**src/logic/csb_pkg.sv**
```systemverilog
// csb_pkg: constants shared by the sideband control block
// assumes a 200 MHz mclk and a plain strobe register port
package csb_pkg;
  // register offsets (byte addresses on the 8-bit reg_addr of the 32-bit register port)
  localparam logic [7:0] CTRL_OFS   = 8'h00; // mode and processor control bits
  localparam logic [7:0] EVREQ_OFS  = 8'h04; // write-only init request strobes
  localparam logic [7:0] STAT_OFS   = 8'h08; // sticky event status, read-only
  localparam logic [7:0] IEN_OFS    = 8'h0c; // interrupt enable, same layout
  localparam logic [7:0] ICLR_OFS   = 8'h10; // write one to clear status
  localparam logic [7:0] PIRQ_OFS   = 8'h14; // pci interrupt states, read-only
  localparam logic [7:0] ROUTE_OFS  = 8'h18; // 2-bit source select per irq line
  // control register fields
  localparam int CTRL_POLL8   = 0; // 1: eight-interrupt polling mode
  localparam int CTRL_FAMILY  = 1; // 1: later family, init active low
  localparam int CTRL_IGNNE   = 2; // 1: processor ignores numeric errors
  localparam int CTRL_A20M    = 3; // 1: mask address line 20
  localparam int CTRL_SYSRST  = 4; // 1: hold system reset
  localparam int CTRL_CPDIS   = 6; // 1: coprocessor interface disabled
  localparam logic [7:0] CTRL_RST = 8'h00;
  // init request strobe bits
  localparam int EVQ_KBC  = 0; // keyboard controller reset command
  localparam int EVQ_P92  = 1; // port 92 reset request
  // status bits
  localparam int ST_CHK   = 0; // channel check
  localparam int ST_SERR  = 1; // system error
  localparam int ST_IERR  = 2; // internal error
  localparam int ST_FERR  = 3; // floating-point error seen
  localparam int ST_INIT  = 4; // init issued
  localparam int ST_W     = 5;
  // irq line routing sources
  localparam logic [1:0] SRC_ISA   = 2'h0;
  localparam logic [1:0] SRC_PCI   = 2'h1;
  localparam logic [1:0] SRC_STEER = 2'h2;
  // timing
  localparam int  CLK_MHZ         = 200;
  localparam int  COLD_RST_US     = 4000; // 4 ms after power good
  localparam int  COLD_RST_CYC    = COLD_RST_US * CLK_MHZ;
  localparam int  INIT_NS         = 80;   // init pulse width
  localparam int  INIT_CYC        = (INIT_NS * CLK_MHZ + 999) / 1000;
  localparam int  POLL_SETTLE_NS  = 60;   // mux select to sample
  localparam int  POLL_CYC        = (POLL_SETTLE_NS * CLK_MHZ + 999) / 1000;
  // cold reset sequencer
  typedef enum logic [1:0] {
    CR_HOLD  = 2'b00, // power good low
    CR_COUNT = 2'b01, // timing the release
    CR_RUN   = 2'b10  // released
  } csb_cr_t;
endpackage

```
**src/logic/csb_ctrl.sv**
```systemverilog
// csb_ctrl: processor and bus sideband control, pci interrupt polling,
// irq line routing and a small register file with an interrupt output.
// assumes mclk at 200 MHz; pins are asynchronous, request inputs are on mclk.
// Operation
// - request pci bus for any bus master
// - own bus only while acknowledge asserted
// - four mode: pins are direct inputs
// - eight mode: pin a is mux level
// - eight mode: pins b-d drive selects
// - init polarity follows processor family
// - init on power, kbc, port92, shutdown
// - cold reset until 4 ms after good
// - maskable interrupt from controller pending
// - nmi on check, system or internal error
// - fp error becomes coproc_irq_line when enabled
// - disabled coprocessor: pin is plain coproc_irq_line
// - drive ignore-numeric-error output
// - drive active-low a20 mask
// - irq lines from isa, pci or steer
// - expansion reset on system reset
// - pci reset is inverse of expansion reset
//
// The register addresses and the plain strobed port were left to the implementer.
`timescale 1ns/1ps
module csb_ctrl #(
  parameter int COLD_CYC = csb_pkg::COLD_RST_CYC // shorten for simulation
) (
  input  wire logic        mclk,                   // 200 MHz clock
  input  wire logic        nrst,                   // synchronous reset, low
  input  wire logic [7:0]  reg_addr,               // register byte address
  input  wire logic [31:0] reg_wdata,              // write data
  input  wire logic        reg_wr,                 // write strobe
  input  wire logic        reg_rd,                 // read strobe
  output logic      [31:0] reg_rdata,              // read data, cycle after
  output logic             irq,                    // enabled status pending
  input  wire logic        power_good_in,          // supply good pin
  input  wire logic        isa_master_req,         // bus masters wanting pci
  input  wire logic        dma_req,
  input  wire logic        ide_master_req,
  input  wire logic        usb_master_req,
  input  wire logic        bus_own_ack_n,          // arbiter grant pin
  output logic             bus_own_req_n,          // request to arbiter
  output logic             bus_owner,              // may start master cycles
  input  wire logic        pci_int_a_or_poll_in,   // int a or mux level
  input  wire logic        pci_int_b_or_poll_sel0_i,
  output logic             pci_int_b_or_poll_sel0_o,
  output logic             pci_int_b_or_poll_sel0_oe,
  input  wire logic        pci_int_c_or_poll_sel1_i,
  output logic             pci_int_c_or_poll_sel1_o,
  output logic             pci_int_c_or_poll_sel1_oe,
  input  wire logic        pci_int_d_or_poll_sel2_i,
  output logic             pci_int_d_or_poll_sel2_o,
  output logic             pci_int_d_or_poll_sel2_oe,
  output logic      [7:0]  pci_int_state,          // active-high pci int states
  input  wire logic        kbc_reset_cmd,          // one-cycle pulses on mclk
  input  wire logic        shutdown_cycle,
  output logic             proc_init,              // polarity per family
  output logic             proc_cold_reset,        // high while in reset
  output logic             ignore_numeric_err_n,
  output logic             addr20_mask_n,
  input  wire logic        pic_pending,            // interrupt controller out
  output logic             proc_intr,              // maskable request
  input  wire logic        channel_check_n,        // pins
  input  wire logic        system_error_n,
  input  wire logic        internal_err,           // mclk pulse
  output logic             proc_nmi,
  input  wire logic        fp_error_n,             // pin, also plain coproc_irq_line
  output logic             coproc_irq_line,        // coproc_irq_line to controller
  input  wire logic [15:0] isa_irq_in,             // direct expansion lines
  input  wire logic [15:0] pci_routed_irq,         // from pci routing
  input  wire logic [15:0] steer_irq_in,           // steerable pins
  output logic      [15:0] exp_irq_out,            // selected irq lines
  output logic             exp_bus_reset,
  output logic             pci_bus_reset_n
);

  // two-flop synchronisers for the eight sampled pins; stage one is read only by stage two
  localparam int NSYNC = 8;
  logic [NSYNC-1:0] pin_raw;   // raw pins
  logic [NSYNC-1:0] sync1_q;   // first stage
  logic [NSYNC-1:0] sync2_q;   // safe stage
  assign pin_raw = {fp_error_n, system_error_n, channel_check_n, pci_int_d_or_poll_sel2_i,
                    pci_int_c_or_poll_sel1_i, pci_int_b_or_poll_sel0_i,
                    pci_int_a_or_poll_in, bus_own_ack_n};

  // synchroniser chain, reset to idle-high pin levels except power good
  always_ff @(posedge mclk)
  begin
    if (!nrst)
    begin
      sync1_q <= {NSYNC{1'b1}};
      sync2_q <= {NSYNC{1'b1}};
    end
    else
    begin
      sync1_q <= pin_raw;
      sync2_q <= sync1_q;
    end
  end

  logic pg_s1_q;   // power good first stage
  logic pg_s2_q;   // power good safe stage
  // power good sync kept apart: it must reset low so reset holds
  always_ff @(posedge mclk)
  begin
    if (!nrst)
    begin
      pg_s1_q <= 1'b0;
      pg_s2_q <= 1'b0;
    end
    else
    begin
      pg_s1_q <= power_good_in;
      pg_s2_q <= pg_s1_q;
    end
  end

  logic ack_s, inta_s, intb_s, intc_s, intd_s, chk_s, serr_s, ferr_s;
  assign {ferr_s, serr_s, chk_s, intd_s, intc_s, intb_s, inta_s, ack_s} = sync2_q;

  // control registers; status width must be known before the fields below
  localparam int ST_W = csb_pkg::ST_W;
  logic [7:0]      ctrl_q;   // mode and control bits
  logic [ST_W-1:0] stat_q;   // sticky status
  logic [ST_W-1:0] ien_q;    // interrupt enable
  logic [31:0]     route_q;  // two bits per irq line
  logic wr_ctrl, wr_evq, wr_ien, wr_iclr, wr_route;
  assign wr_ctrl  = reg_wr && reg_addr == csb_pkg::CTRL_OFS;
  assign wr_evq   = reg_wr && reg_addr == csb_pkg::EVREQ_OFS;
  assign wr_ien   = reg_wr && reg_addr == csb_pkg::IEN_OFS;
  assign wr_iclr  = reg_wr && reg_addr == csb_pkg::ICLR_OFS;
  assign wr_route = reg_wr && reg_addr == csb_pkg::ROUTE_OFS;

  // writable configuration
  always_ff @(posedge mclk)
  begin
    if (!nrst)
    begin
      ctrl_q  <= csb_pkg::CTRL_RST;
      ien_q   <= '0;
      route_q <= '0;
    end
    else
    begin
      if (wr_ctrl)
        ctrl_q <= reg_wdata[7:0];
      if (wr_ien)
        ien_q <= reg_wdata[ST_W-1:0];
      if (wr_route)
        route_q <= reg_wdata;
    end
  end

  // cold reset sequencer: held while power good is low, then timed release
  csb_pkg::csb_cr_t cr_q;      // state
  logic [31:0]      cr_cnt_q;  // cycles since power good
  always_ff @(posedge mclk)
  begin
    if (!nrst)
    begin
      cr_q     <= csb_pkg::CR_HOLD;
      cr_cnt_q <= '0;
    end
    else if (!pg_s2_q)
    begin
      // supply dropped: restart the whole sequence
      cr_q     <= csb_pkg::CR_HOLD;
      cr_cnt_q <= '0;
    end
    else
    begin
      case (cr_q)
        csb_pkg::CR_HOLD:
          cr_q <= csb_pkg::CR_COUNT;
        csb_pkg::CR_COUNT:
        begin
          // release once the full delay has been counted
          if (cr_cnt_q >= 32'(COLD_CYC - 1))
            cr_q <= csb_pkg::CR_RUN;
          cr_cnt_q <= cr_cnt_q + 32'h1;
        end
        csb_pkg::CR_RUN:
          cr_q <= csb_pkg::CR_RUN;
        default:
          cr_q <= csb_pkg::CR_HOLD;
      endcase
    end
  end

  logic cold_d;  // cold reset level
  logic sysrst_d; // system reset level
  assign cold_d   = cr_q != csb_pkg::CR_RUN;
  assign sysrst_d = cold_d || ctrl_q[csb_pkg::CTRL_SYSRST];

  // reset outputs; expansion and pci resets come from one level so they never skew
  always_ff @(posedge mclk)
  begin
    if (!nrst)
    begin
      proc_cold_reset <= 1'b1;
      exp_bus_reset   <= 1'b1;
      pci_bus_reset_n <= 1'b0;
    end
    else
    begin
      proc_cold_reset <= cold_d;
      exp_bus_reset   <= sysrst_d;
      pci_bus_reset_n <= !sysrst_d;
    end
  end

  // init: stretched pulse from any trigger; power-on keeps it active
  logic        init_trig;   // any init cause this cycle
  logic [7:0]  init_cnt_q;  // remaining pulse cycles
  logic        init_act;    // init active level
  assign init_trig = cold_d || kbc_reset_cmd || shutdown_cycle
                   || (wr_evq && (reg_wdata[csb_pkg::EVQ_KBC] || reg_wdata[csb_pkg::EVQ_P92]));
  assign init_act  = init_trig || init_cnt_q != 8'h00;
  always_ff @(posedge mclk)
  begin
    if (!nrst)
      init_cnt_q <= 8'h00;
    else if (init_trig)
      init_cnt_q <= 8'(csb_pkg::INIT_CYC - 1);
    else if (init_cnt_q != 8'h00)
      init_cnt_q <= init_cnt_q - 8'h01;
  end

  // processor control outputs
  always_ff @(posedge mclk)
  begin
    if (!nrst)
    begin
      proc_init            <= 1'b1; // high-active family is the default
      ignore_numeric_err_n <= 1'b1;
      addr20_mask_n        <= 1'b1;
      proc_intr            <= 1'b0;
    end
    else
    begin
      // later family wants low-active init
      proc_init            <= init_act ^ ctrl_q[csb_pkg::CTRL_FAMILY];
      ignore_numeric_err_n <= !ctrl_q[csb_pkg::CTRL_IGNNE];
      addr20_mask_n        <= !ctrl_q[csb_pkg::CTRL_A20M];
      proc_intr            <= pic_pending;
    end
  end

  // pci bus request and ownership
  logic any_req;
  assign any_req = isa_master_req || dma_req || ide_master_req || usb_master_req;
  always_ff @(posedge mclk)
  begin
    if (!nrst)
    begin
      bus_own_req_n <= 1'b1;
      bus_owner     <= 1'b0;
    end
    else
    begin
      bus_own_req_n <= !any_req;
      bus_owner     <= !ack_s && any_req;
    end
  end

  // polling: select steps through eight inputs, sampling after settle time
  logic       poll8;       // eight-interrupt mode
  logic [2:0] psel_q;      // mux select
  logic [7:0] pwait_q;     // settle counter
  logic [7:0] pstate_q;    // polled states
  assign poll8 = ctrl_q[csb_pkg::CTRL_POLL8];
  always_ff @(posedge mclk)
  begin
    if (!nrst || !poll8)
    begin
      psel_q   <= 3'h0;
      pwait_q  <= 8'h00;
      pstate_q <= 8'h00;
    end
    else if (pwait_q >= 8'(csb_pkg::POLL_CYC + 1))
    begin
      // two extra cycles cover the synchroniser delay on the level
      pstate_q[psel_q] <= !inta_s;
      psel_q           <= psel_q + 3'h1;
      pwait_q          <= 8'h00;
    end
    else
      pwait_q <= pwait_q + 8'h01;
  end

  // select pins and the published interrupt states
  always_ff @(posedge mclk)
  begin
    if (!nrst)
    begin
      {pci_int_d_or_poll_sel2_o, pci_int_c_or_poll_sel1_o,
       pci_int_b_or_poll_sel0_o} <= 3'h0;
      pci_int_b_or_poll_sel0_oe <= 1'b0;
      pci_int_c_or_poll_sel1_oe <= 1'b0;
      pci_int_d_or_poll_sel2_oe <= 1'b0;
      pci_int_state             <= 8'h00;
    end
    else
    begin
      {pci_int_d_or_poll_sel2_o, pci_int_c_or_poll_sel1_o,
       pci_int_b_or_poll_sel0_o} <= psel_q;
      pci_int_b_or_poll_sel0_oe <= poll8;
      pci_int_c_or_poll_sel1_oe <= poll8;
      pci_int_d_or_poll_sel2_oe <= poll8;
      if (poll8)
        pci_int_state <= pstate_q;
      else
        pci_int_state <= {4'h0, !intd_s, !intc_s, !intb_s, !inta_s};
    end
  end

  // coproc_irq_line: converted error when enabled, plain request pin when disabled
  logic coproc_irq_line_d;
  assign coproc_irq_line_d = ctrl_q[csb_pkg::CTRL_CPDIS] ? ferr_s : !ferr_s;

  // expansion irq line source select, one instance per line
  logic [15:0] exp_irq_d;
  genvar gi;
  generate
    for (gi = 0; gi < 16; gi++)
    begin : g_route
      always_comb
      begin
        case (route_q[2*gi +: 2])
          csb_pkg::SRC_PCI:   exp_irq_d[gi] = pci_routed_irq[gi];
          csb_pkg::SRC_STEER: exp_irq_d[gi] = steer_irq_in[gi];
          default:            exp_irq_d[gi] = isa_irq_in[gi];
        endcase
      end
    end
  endgenerate

  always_ff @(posedge mclk)
  begin
    if (!nrst)
    begin
      exp_irq_out     <= 16'h0000;
      coproc_irq_line <= 1'b0;
    end
    else
    begin
      exp_irq_out     <= exp_irq_d;
      coproc_irq_line <= coproc_irq_line_d;
    end
  end

  // sticky status: a set in the same cycle as its clear wins
  logic [ST_W-1:0] ev_set;
  logic            init_trig_d_q; // edge finder for init events
  assign ev_set = {init_trig && !init_trig_d_q, !ferr_s && !ctrl_q[csb_pkg::CTRL_CPDIS],
                   internal_err, !serr_s, !chk_s};
  always_ff @(posedge mclk)
  begin
    if (!nrst)
    begin
      stat_q        <= '0;
      init_trig_d_q <= 1'b0;
    end
    else
    begin
      init_trig_d_q <= init_trig;
      stat_q        <= (stat_q & ~(wr_iclr ? reg_wdata[ST_W-1:0] : '0)) | ev_set;
    end
  end

  // nmi from error events, interrupt from enabled status
  always_ff @(posedge mclk)
  begin
    if (!nrst)
    begin
      proc_nmi <= 1'b0;
      irq      <= 1'b0;
    end
    else
    begin
      proc_nmi <= |stat_q[csb_pkg::ST_IERR:csb_pkg::ST_CHK];
      irq      <= |(stat_q & ien_q);
    end
  end

  // read port: data stand only in the cycle after the strobe
  always_ff @(posedge mclk)
  begin
    if (!nrst || !reg_rd)
      reg_rdata <= 32'h0000_0000;
    else
    begin
      case (reg_addr)
        csb_pkg::CTRL_OFS:  reg_rdata <= {24'h0, ctrl_q};
        csb_pkg::STAT_OFS:  reg_rdata <= {{(32-ST_W){1'b0}}, stat_q};
        csb_pkg::IEN_OFS:   reg_rdata <= {{(32-ST_W){1'b0}}, ien_q};
        csb_pkg::PIRQ_OFS:  reg_rdata <= {24'h0, pci_int_state};
        csb_pkg::ROUTE_OFS: reg_rdata <= route_q;
        default:            reg_rdata <= 32'h0000_0000; // unmapped reads zero
      endcase
    end
  end
endmodule

```
**config.mk**
```make
export PLATFORM = sky130hd
export DESIGN_NAME = csb_ctrl
export DESIGN_NICKNAME = d
export VERILOG_FILES = /design/src/logic/csb_pkg.sv /design/src/logic/csb_ctrl.sv
export SDC_FILE = /design/constraint.sdc
export NUM_CORES = 1
export LEC_CHECK = 0
export ABC_AREA = 0
export BUFFER_PORTS_ARGS = -buffer_cell sky130_fd_sc_hd__buf_2
export CAP_MARGIN = 0
export CORE_UTILIZATION = 45
export DETAILED_ROUTE_END_ITERATION = 10
export PLACE_DENSITY = 0.76
export REMOVE_ABC_BUFFERS = 1
export SKIP_LAST_GASP = 1
export SLEW_MARGIN = 0
export SYNTH_ARGS = -nofsm -noshare
export SYNTH_HDL_FRONTEND = slang
export SYNTH_SLANG_ARGS = --single-unit
```
**constraint.sdc**
```tcl
create_clock -name mclk -period 6 [get_ports mclk]
set_input_delay 0.9 -clock mclk [delete_from_list [all_inputs] [get_ports mclk]]
set_output_delay 0.9 -clock mclk [all_outputs]
set_load 0.05 [all_outputs]
```
# Word-level counts from Yosys, hierarchy flattened

Cells that the tools add are included.

Bits in registers: 202
Word-level logic and storage cells: 167
Input bits: 109
Output and inout bits: 74

Bitwise logic cells: 6
Muxes and demuxes: 27
$lt $le $gt $ge: 4
Reductions and logical operators: 48
$add $sub $neg: 4
Equal/unequal tests: 42

Operators with widths:

| cell                                                                                   | count |
|---|---|
| 32-bit one-hot mux with 5 select lines                                                 | 1 |
| 2-bit by 1-bit equality test with 1-bit output (second input constant)                 | 17 |
| 2-bit equality test (second input constant)                                            | 17 |
| 32-bit by 1-bit adder with 32-bit output (second input constant)                       | 1 |
| 32-bit by 20-bit greater-or-equal comparator with 1-bit output (second input constant) | 1 |
| 1-bit one-hot mux with 2 select lines                                                  | 16 |
| 8-bit by 5-bit equality test with 1-bit output (second input constant)                 | 3 |
| 1-bit logical NOT                                                                      | 17 |
| 8-bit by 4-bit equality test with 1-bit output (second input constant)                 | 2 |
| 4-bit two-way mux                                                                      | 3 |
| 1-bit logical OR                                                                       | 11 |
| 5-bit bitwise AND                                                                      | 2 |
| 1-bit logical AND                                                                      | 10 |
| 8-bit by 1-bit adder with 8-bit output (second input constant)                         | 1 |
| 8-bit bitwise mux                                                                      | 1 |
| 8-bit by 3-bit equality test with 1-bit output (second input constant)                 | 1 |
| 8-bit by 4-bit greater-or-equal comparator with 1-bit output (second input constant)   | 1 |
| 8-bit logical NOT                                                                      | 1 |
| 8-bit nonzero test                                                                     | 1 |
| 8-bit by 1-bit subtractor with 8-bit output (second input constant)                    | 1 |
| 2-bit one-hot mux with 3 select lines                                                  | 1 |
| 5-bit two-way mux                                                                      | 1 |
| 5-bit inverter                                                                         | 1 |
| 5-bit bitwise OR                                                                       | 1 |
| 15 further kinds                                                                       | 19 |

# Longest topological paths before layout

Gate-level depths: netlist (run 1).

Depth in word-level cells: 6
Mapped depth: 9

# Least setup slack after synthesis (run 1)

No wires, ideal clock.

Kind: input-to-reg
Start: input reg_addr[0]
End: register ctrl_q[0]
Data arrival time: 2355 ps
Stages: 5
Path slack: 3517 ps
Buffers on the path: 1
Required time: 5872 ps
Cell sequence: or4_1 buf_2 nor4_4 mux2i_1 nor2_1

Longest elaborated chain between the ends: 2

Ends and longest elaborated chain:

| element                | RTL line        | source |
|---|---|---|
| start: declaration     | csb_ctrl.sv:30  | `input wire logic [7:0] reg_addr,` |
| 8-bit logical NOT      | csb_ctrl.sv:128 | `assign wr_ctrl = reg_wr && reg_addr == csb_pkg::CTRL_OFS;` |
| 1-bit logical AND      | csb_ctrl.sv:128 |  |
| end signal: assignment | csb_ctrl.sv:139 | `ctrl_q <= csb_pkg::CTRL_RST;` |
| end signal: assignment | csb_ctrl.sv:146 | `ctrl_q <= reg_wdata[7:0];` |
| end: declaration       | csb_ctrl.sv:123 | `logic [7:0] ctrl_q;` |

No other way between the ends.
A chain may end at the register's enable or synchronous reset.

# Worst setup path in the final report (run 1)

Start: input reg_addr[0]
End: register reg_rdata[31]

Longest elaborated chain between the ends: 2
Elaborated cells on any way between the ends: 6
Those cells by class: 4 x eq/ne; 1 x mux; 1 x reduce/logical

Ends and longest elaborated chain:

| element                                                                      | RTL line        | source |
|---|---|---|
| 8-bit by 5-bit equality test with 1-bit output, or another cell as far along | csb_ctrl.sv:393 | `case (reg_addr)` |
| 32-bit one-hot mux with 5 select lines *                                     | csb_ctrl.sv:393 |  |
| end signal: assignment                                                       | csb_ctrl.sv:394 | `csb_pkg::CTRL_OFS: reg_rdata <= {24'h0, ctrl_q};` |
| end signal: assignment                                                       | csb_ctrl.sv:395 | `csb_pkg::STAT_OFS: reg_rdata <= {{(32-ST_W){1'b0}}, stat_q};` |
| end signal: assignment                                                       | csb_ctrl.sv:396 | `csb_pkg::IEN_OFS: reg_rdata <= {{(32-ST_W){1'b0}}, ien_q};` |
| end: declaration                                                             | csb_ctrl.sv:34  | `output logic [31:0] reg_rdata,` |

Mark *: on every way between the ends. The rest lies on a longest branch, timed or not.

==> impl_metrics.py, run 1 <==
metrics = {
    "status": {
        "status": "completed",
    },
    "worst_setup_path": {
        "cpMaxStageDelayCell": "nor4_1",
        "r2r_cells": 6,
        "startpoint_type": "input port",
        "path_cells": "buf_2, nor4_1, and3_1, and3_1, and2_1",
        "r2r_end": "cr_cnt_q[31]$_SDFFE_PN0N_",
        "path_max_fanout": 24,
        "crit_arrival_ns": 3.10,
        "regToRegSetupSlack_ns": 3.37,
        "worstSetupStartpoint": "reg_addr[0]",
        "cp-endpoint": "reg_rdata[31]$_SDFF_PP0_",
        "critPathKind": "input port to flop",
        "r2r-start": "cr_q[1]$_SDFFE_PN0P_",
        "max_stage_delay_ns": 0.72,
        "end_kind": "flop",
        "cp_common_cell": "and3_1",
        "worstPathRequired_ns": 6.44,
    },
    "power_and_ir_drop": {
        "ir_worst_vdd_mv": 0.241,
        "power_leakage_nw": 3.98,
        "p_per_area_nw_per_um2": 288,
    },
    "die": {
        "ios": 183,
        "die_area_sq_um": 19000,
        "fp.dieW_um": 138,
        "fp-row-count": 49,
        "core_area_sq_um": 18000,
        "initial_core_util_pct": 46.0,
        "die_h_um": 138,
    },
    "synthesis": {
        "ys_seq_area_share_pct": 48.8,
        "syn-cell-area_sq_um": 8280,
        "synth_area_leaders": "dfxtp_1, ha_1, a21oi_1",
        "ys_warn_count": 0,
        "synth_top_area_share_pct": 48.8,
        "ys_async_sr_fraction_pct": 0,
        "synth_top_flop_cell": "dfxtp_1",
        "avgSynthCellArea_sq_um": 9.02,
        "synth-seq-cells": 202,
        "synth_edf_count": 0,
        "ys_types": 58,
        "synth_cells": 918,
        "yosysTopAreaCell": "dfxtp_1",
    },
    "clock_tree": {
        "clock_path_buffers": 3,
        "path_clk_slew_ns": 0.06,
        "cts_setup_buffers": 0,
        "cts_inserted_buffers": 22,
        "insertion_delay_ns": 0.50,
        "cts_sinks": 202,
        "cts_tree": "done",
        "clockRootBuffer": "clkbuf_16",
        "cts_resized": 0,
        "hold_buffers": 0,
        "h-tree-depth": 1,
    },
    "sta": {
        "worst_pin_slew_ns": 1.20,
        "fin_crit_ns": 2.66,
        "max_freq_ghz": 0.376,
        "timing_max_transition_violations_final": 0,
        "fin_crit_sh_pct": 44.3,
        "setup_tns_ns": 0,
        "slew-limit-headroom_pct": 19.6,
        "rsz0062_at_grt": "false",
        "clock_skew_ns": 0.00708,
        "finalHoldViolCount": 0,
        "finalSetupViolCount": 0,
    },
    "placement": {
        "post-dp-hpwl_mm": 13.6,
        "io_buffers": 182,
        "place_congestion": 0.799,
    },
    "cells_and_area": {
        "area_delta_synth_final_pct": 22.0,
        "drive_above_1_share_pct": 20.9,
        "layout_commonest_cell": "dfxtp_1",
        "mostFrequentLayoutCells": "dfxtp_1, buf_2, nand2_1",
        "final_core_util_pct": 56.0,
        "final_nets": 1236,
    },
    "grt": {
        "overflow": 0,
        "grt_usage_pct": 19.9,
        "grt_start_max_net_pins": 50,
        "grt_pass1_wl_mm": 29.6,
        "antenna_found_initial": 1,
        "grt_pass1_vias": 6059,
    },
    "detailed_routing": {
        "drt-wirelength-per-cell_um": 14.4,
        "drt_iter0_markers": 352,
        "drcViolationCount": 0,
        "wl_mm": 19.2,
        "vias": 6810,
        "firstDrtPassIters": 6,
        "ant_nets": 0,
        "via_per_inst": 5.12,
    },
    "min_path": {
        "hold_class": "flop to flop",
    },
    "run": {
        "maxCapViolCount": 0,
    },
}
worst min-delay path by stage:
| stage | from | endpoint | slack [ns] | cells past startpoint |
|---|---|---|---|---|
| floorplan | sync2_q[0]$_SDFF_PN1_ | bus_owner$_SDFF_PN0_ | 0.37 | 1 |
| global placement | sync2_q[0]$_SDFF_PN1_ | bus_owner$_SDFF_PN0_ | 0.38 | 1 |
| detailed placement | sync2_q[0]$_SDFF_PN1_ | bus_owner$_SDFF_PN0_ | 0.38 | 1 |
| CTS | sync2_q[0]$_SDFF_PN1_ | bus_owner$_SDFF_PN0_ | 0.39 | 1 |
| global route | sync1_q[6]$_SDFF_PN1_ | sync2_q[6]$_SDFF_PN1_ | 0.41 | 1 |
| finish | sync2_q[0]$_SDFF_PN1_ | bus_owner$_SDFF_PN0_ | 0.39 | 1 |
flip-flops by register name (all words and copies together), names as in the netlist, 2 cells and up:
name	cells
psel_q	3
sync1_q	8
ien_q	5
stat_q	5
ctrl_q	8
route_q	32
pstate_q	8
sync2_q	8
reg_rdata	32
cr_cnt_q	32
pci_int_state	8
init_cnt_q	8
pwait_q	8
exp_irq_out	16
cr_q	2
per-layer routing:
| layer | track usage, % | share of wire, % | up-vias |
|---|---|---|---|
| met5 | 0 | 0 | - |
| met4 | 6.35 | 1.9 | 0 |
| met3 | 4.05 | 6.0 | 25 |
| met2 | 35.4 | 49 | 193 |
| met1 | 23.7 | 44 | 3103 |
| li1 | - | - | 3489 |
worst max-delay path, delay by kind of cell:
| kind | cells | cell delay [ns] |
|---|---|---|
| buffers and inverters | 1 | 0.10 |
| AND/OR/NAND/NOR | 4 | 2.09 |
Yosys cell counts, types with 8 or more instances:
cell type  instances
nor2_1            92
ha_1              42
or3_1              8
clkbuf_1          36
o21ai_0           16
or4_1             15
a22oi_1           20
a21boi_0           8
nand3b_1          12
and2_1            34
xnor2_1           12
nor3_1             9
nand2b_1          19
o31ai_1           13
a21oi_1           86
nand3_1           16
nand2_1           93
mux2i_1           23
a31oi_1            9
inv_1             54
nand4_1           15
dfxtp_1          202
and3_1             9
area by class of cell:
| type | instances | area (sq um) |
|---|---|---|
| timing repair buffer | 186 | 941 |
| sequential | 202 | 4040 |
| antenna | 1 | 2.50 |
| tap | 229 | 287 |
| clock buffer | 32 | 649 |
| multi-input combinational | 618 | 3850 |
| fill | 1617 | 7920 |
| clock inverter | 8 | 120 |
| inverter | 55 | 206 |
power by group:
part / total (W) / switching, W / internal, W
Clock: 0.00141 / 0.000525 / 0.000880
Combinational: 0.000138 / 0.0000857 / 0.0000520
Sequential: 0.00137 / 0.00000932 / 0.00136
cell families (layout without fill, tap and decap cells):
logic type | Yosys count | count (layout) | synth area share, %
flip-flops | 202 | 202 | 48.8
AND/OR/NAND/NOR | 356 | 356 | 22.3
other | 1 | 4 | 0.0453
AO/OA/AOI/OAI | 173 | 173 | 12.7
adder cells (fa/ha/maj) | 42 | 42 | 6.34
XOR/XNOR | 19 | 19 | 2.01
multiplexers | 25 | 25 | 3.05
buffers and inverters | 100 | 281 | 4.76
per-stage QoR:
step,std cells,hold slack (ns),worst slack [ns],cell area (sq um),total power (W)
floorplan,875,0.368,3.32,8100,0.00147
global placement,1290,0.384,2.94,9330,0.00154
detailed placement,1290,0.380,2.84,9330,0.00154
CTS,1330,0.394,3.35,10100,0.00295
global route,1331,0.412,3.08,10100,0.00302
finish,1331,0.385,3.34,10100,0.00291
Note: power is estimated with default switching activity, not from simulation.
==> inputs of run 2 (changes only) <==
PLACE_DENSITY = 0.79   (was 0.76)
clock period = 2.2 ns   (was 6 ns; I/O delays follow)
==> run 2 against run 1 <==
Compared with the run above: non-clock buffer count rose by 26; global-route usage rose by 0.17 points; routed wire length rose by 2.3%; total power rose to 2.6 times the previous value; register-to-register slack got worse by 3.3 ns; setup slack got worse by 3.3 ns; largest cell class unchanged.
==> impl_metrics.py, run 2 (synthesized netlist as in run 1, its figures left out) <==
metrics = {
    "die": {
        "die_h_um": 138,
        "fp-row-count": 49,
        "die_area_sq_um": 19000,
        "core_area_sq_um": 18000,
        "ios": 183,
        "fp.dieW_um": 138,
        "initial_core_util_pct": 46.0,
    },
    "grt": {
        "grt_usage_pct": 20.0,
        "grt_start_max_net_pins": 72,
        "overflow": 0,
        "grt_pass1_vias": 6305,
        "grt_pass1_wl_mm": 30.2,
        "antenna_found_initial": 1,
    },
    "cells_and_area": {
        "layout_commonest_cell": "dfxtp_1",
        "final_nets": 1263,
        "drive_above_1_share_pct": 22.8,
        "top_regs": "cr_cnt_q (32), reg_rdata (32), route_q (32)",
        "seq_area_sq_um": 4040,
        "finish.instance_area_sq_um": 10300,
        "mostFrequentLayoutCells": "dfxtp_1, buf_2, nand2_1",
        "fill_cells": 1615,
        "area_delta_synth_final_pct": 24.0,
        "multi_input_area_sq_um": 3880,
    },
    "worst_setup_path": {
        "path_max_fanout": 20,
        "startpoint_type": "flop",
        "worstSetupStartpoint": "cr_q[1]$_SDFFE_PN0P_",
        "regToRegSetupSlack_ns": 0.09,
        "worstPathRequired_ns": 2.63,
        "r2r-start": "cr_q[1]$_SDFFE_PN0P_",
        "crit_arrival_ns": 2.54,
        "max_stage_delay_ns": 0.52,
        "critPathTopFamily": "simple AND/OR/NAND/NOR gates",
        "cpMaxStageDelayCell": "or4_4",
        "path_buf_inv": 2,
        "end_kind": "flop",
        "path_cells": "inv_1, ha_2, nand4_1, or4_4, buf_4, or4_1, a21oi_2",
        "critPathKind": "flop to flop",
    },
    "detailed_routing": {
        "wl_met2_mm": 9.50,
        "via_per_inst": 5.16,
        "wl_mm": 19.6,
        "ant_nets": 0,
        "firstDrtPassIters": 5,
        "drt-wirelength-per-cell_um": 14.5,
        "drt_iter0_markers": 365,
        "drcViolationCount": 0,
        "vias": 6997,
        "met1_length_mm": 8.39,
        "highest_layer": "met4",
        "wl_met3_mm": 1.30,
    },
    "sta": {
        "timing_max_transition_violations_final": 0,
        "setup_tns_ns": 0,
        "worst_pin_slew_ns": 0.597,
        "fin_crit_sh_pct": 96.1,
        "max_freq_ghz": 0.473,
        "slew-limit-headroom_pct": 59.6,
        "fin_crit_ns": 2.11,
        "clock_skew_ns": 0.0214,
        "finalHoldViolCount": 0,
        "rsz0062_at_grt": "true",
        "finalSetupViolCount": 0,
        "whs_ns": 0.0132,
    },
    "clock_tree": {
        "clock_path_buffers": 3,
        "cts_tree": "done",
        "cts_inserted_buffers": 22,
        "cts_sinks": 202,
        "h-tree-depth": 1,
        "path_clk_slew_ns": 0.06,
        "clockRootBuffer": "clkbuf_16",
        "insertion_delay_ns": 0.51,
    },
    "run": {
        "maxCapViolCount": 0,
    },
    "placement": {
        "placed_area_sq_um": 9500,
        "io_buffers": 182,
        "post-dp-hpwl_mm": 13.9,
        "place_congestion": 0.797,
    },
    "power_and_ir_drop": {
        "power_leakage_nw": 4.08,
        "ir_worst_vdd_mv": 0.576,
        "p_per_area_nw_per_um2": 747,
        "p_total_w": 0.00767,
    },
    "status": {
        "status": "completed",
    },
    "min_path": {
        "hold_class": "input port to flop",
        "min_from": "bus_own_ack_n",
    },
}
-- run 2: path summary, 6_finish.rpt --
kind | depth (start not counted) | to
setup / recovery | 7 | cr_cnt_q[19]$_SDFFE_PN0N_
hold / removal | 2 | sync1_q[0]$_SDFF_PN1_
setup reg to reg | 7 | cr_cnt_q[19]$_SDFFE_PN0N_
hold reg to reg | 1 | sync2_q[4]$_SDFF_PN1_
-- run 2: timing repair --
| action | in CTS | in global routing |
|---|---|---|
| hold endpoints to repair | 3 | 0 |
| resized for setup | 0 | 5 |
| setup buffers | 0 | 2 |
| endpoints found under the setup margin | 0 | 11 |
| hold buffers | 3 | 0 |
-- run 2: stage by stage --
step	instances	util, %	setup slack (ns)
after floorplan	875	-	-0.00678
after global placement	1311	52.7	0.136
after detailed placement	1311	52.7	0.0304
after CTS	1351	56.7	0.0202
after global routing	1355	57.0	-0.0234
final	1355	57.0	0.0851
-- run 2: cell type report --
cell class	instances	area share, %
flip-flops and latches	202	39.4
clock inverters	7	0.731
clock buffers	30	6.04
inverters	55	2.01
repair buffers	212	11.3
well taps	229	2.79
diodes	1	0.0244
multi-input cells	619	37.8
-- run 2: layer usage --
layer  up-vias  track usage (%)
met1      3215             23.6
li1       3548                -
met5         -                0
met4         0             6.78
met2       207             36.1
met3        27             3.79
-- run 2: report_power, final --
group / internal (W) / switching, W
clock network: 0.00209 / 0.00145
logic: 0.000153 / 0.000240
registers: 0.00371 / 0.0000257
==> inputs of run 3 (changes only) <==
BUFFER_PORTS_ARGS = -buffer_cell sky130_fd_sc_hd__buf_4   (was -buffer_cell sky130_fd_sc_hd__buf_2)
CORE_MARGIN = 2   (was unset)
clock period = 1.8 ns   (was 2.2 ns; I/O delays follow)
==> run 3 against run 2 <==
Compared with the run above: the flow now finishes with violations (setup timing); clock-buffer cell count fell by 1; hold slack got worse by 0.0062 ns; routed wire length rose by 12%; clock power rose by 30%; setup slack got worse by 0.21 ns; flip-flop and latch count did not move; critical endpoint is now cr_cnt_q[27]$_SDFFE_PN0N_; highest routed layer unchanged.
==> impl_metrics.py, run 3 (synthesized netlist as in run 1, its figures left out) <==
metrics = {
    "cells_and_area": {
        "final_nets": 1327,
        "drive_above_1_share_pct": 27.9,
        "fill_cells": 1451,
        "mostFrequentLayoutCells": "buf_4, dfxtp_1, nand2_1, nor2_1, a21oi_1",
        "antennaDiodeCount": 0,
        "area_delta_synth_final_pct": 38.1,
        "final_core_util_pct": 63.5,
        "layout_commonest_cell": "buf_4",
        "stdcell_count": 1419,
        "top_regs": "cr_cnt_q (32), reg_rdata (32), route_q (32)",
    },
    "worst_setup_path": {
        "r2r_end": "cr_cnt_q[27]$_SDFFE_PN0N_",
        "worstSetupStartpoint": "cr_q[1]$_SDFFE_PN0P_",
        "path_max_fanout": 17,
        "end_kind": "flop",
        "regToRegSetupSlack_ns": -0.12,
        "critPathKind": "flop to flop",
        "r2r_cells": 8,
        "r2r-start": "cr_q[1]$_SDFFE_PN0P_",
        "cp-endpoint": "cr_cnt_q[27]$_SDFFE_PN0N_",
        "crit_arrival_ns": 2.30,
        "startpoint_type": "flop",
        "worstPathRequired_ns": 2.18,
    },
    "power_and_ir_drop": {
        "clkPwrFrac_pct": 47.0,
        "sw_frac_of_total_pct": 21.8,
        "combinationalPowerShare_pct": 6.3,
        "seqPwrFrac_pct": 46.7,
        "power_leakage_nw": 4.56,
        "intPower_w": 0.00765,
        "ir_worst_vdd_mv": 0.716,
        "p_sw_w": 0.00213,
        "p_per_area_nw_per_um2": 854,
    },
    "grt": {
        "grt_pass1_wl_mm": 34.5,
        "antenna_found_initial": 0,
        "grt_usage_pct": 21.5,
        "grt_start_max_net_pins": 32,
        "grt_pass1_vias": 7113,
        "overflow": 0,
    },
    "sta": {
        "finalHoldViolCount": 0,
        "max_freq_ghz": 0.520,
        "rsz0062_at_grt": "true",
        "worst_pin_slew_ns": 0.503,
        "setup_tns_ns": -0.998,
        "clock_skew_ns": 0.0131,
        "finalWorstSetupSlack_ns": -0.123,
        "slew-limit-headroom_pct": 65.6,
        "fin_crit_ns": 1.92,
        "fin_crit_sh_pct": 107,
        "timing_max_transition_violations_final": 0,
        "finalSetupViolCount": 16,
    },
    "die": {
        "fp-row-count": 49,
        "die_h_um": 140,
        "core_area_sq_um": 18000,
        "die_area_sq_um": 19500,
        "ios": 183,
        "fp.dieW_um": 140,
        "initial_core_util_pct": 46.0,
    },
    "clock_tree": {
        "cts_sinks": 202,
        "clock_path_buffers": 3,
        "path_clk_slew_ns": 0.06,
        "h-tree-depth": 1,
        "cts_tree": "done",
        "cts_inserted_buffers": 22,
        "clockRootBuffer": "clkbuf_16",
        "insertion_delay_ns": 0.50,
    },
    "detailed_routing": {
        "drt-wirelength-per-cell_um": 15.5,
        "via_per_inst": 5.20,
        "drt_iter0_markers": 332,
        "ant_nets": 0,
        "wl_mm": 21.9,
        "vias": 7377,
        "firstDrtPassIters": 5,
        "drcViolationCount": 0,
    },
    "status": {
        "status": "finished, violations left",
        "failed_checks": "setup timing",
    },
    "placement": {
        "place_congestion": 0.876,
        "dp_slack_ns": -0.251,
        "dp.cells": 1351,
        "io_buffers": 182,
        "post-dp-hpwl_mm": 15.6,
    },
    "run": {
        "maxCapViolCount": 0,
    },
    "min_path": {
        "hold_class": "input port to flop",
    },
}
-- run 3: changes by cell type in the layout (fill, tap and decap cells not counted), sizes merged --
cell	before	now
buf	209	258
bufinv	1	2
clkbuf	30	29
clkinvlp	0	1
diode	1	0
dlygate4sd3	3	18
-- run 3: power groups by stage --
stage          Sequential [W]  Clock [W]  Combinational, W
6_report              0.00457    0.00459          0.000612
5_1_grt               0.00457    0.00483          0.000655
4_1_cts               0.00457    0.00466          0.000608
3_5_place_dp          0.00467          0          0.000572
3_3_place_gp          0.00466          0          0.000566
2_1_floorplan         0.00475          0          0.000136
-- run 3: metrics by stage --
stage          instance area, sq um  hold slack, ns  total power [W]
2_1_floorplan                  8100           0.339          0.00489
3_3_place_gp                  10300           0.387          0.00523
3_5_place_dp                  10300           0.382          0.00524
4_1_cts                       11300        0.000143          0.00984
5_1_grt                       11400         0.00973           0.0101
6_report                      11400         0.00702          0.00978
-- run 3: metal layers --
metal  GRT usage (%)  wire length (um)
met4            7.21               522
met3            4.27              1460
met5               0                 0
met1            25.5              9040
met2            39.0             10900
-- run 3: cell type report --
cell class                      count  area (sq um)  area share (%)
Inverter                           55           206            1.80
Tap cell                          229           287            2.50
Clock inverter                      9           101           0.886
Clock buffer                       29           648            5.66
Timing Repair Buffer              276          2170            19.0
Sequential cell                   202          4050            35.4
Multi-Input combinational cell    619          3980            34.7
-- run 3: worst max-delay path, stage by stage (launching register included) --
cell and delay [ns]:
dfxtp_2 0.33, inv_2 0.07, ha_4 0.16, nand4_1 0.11, or4_4 0.46, buf_12 0.17, buf_4 0.13, o31ai_1 0.28
a21oi_2 0.09
-- run 3: how the worst min path moves through the flow --
| stage | endpoint | from | depth (start not counted) |
|---|---|---|---|
| CTS | exp_irq_out[8]$_SDFF_PN0_ | isa_irq_in[8] | 3 |
| global route | exp_irq_out[13]$_SDFF_PN0_ | isa_irq_in[13] | 3 |
| global placement | bus_owner$_SDFF_PN0_ | sync2_q[0]$_SDFF_PN1_ | 1 |
| finish | exp_irq_out[9]$_SDFF_PN0_ | isa_irq_in[9] | 3 |
| floorplan | addr20_mask_n$_SDFF_PN1_ | nrst | 1 |
| detailed placement | bus_owner$_SDFF_PN0_ | sync2_q[0]$_SDFF_PN1_ | 1 |
-- run 3: repair_timing --
item | in CTS | in global routing
buffers inserted | 7 | 4
endpoints found under the hold margin | 17 | 0
endpoints found under the setup margin | 24 | 26
pin swaps | 20 | 10
gates cloned | 1 | 0
hold buffers | 18 | 0
resized for setup | 19 | 19
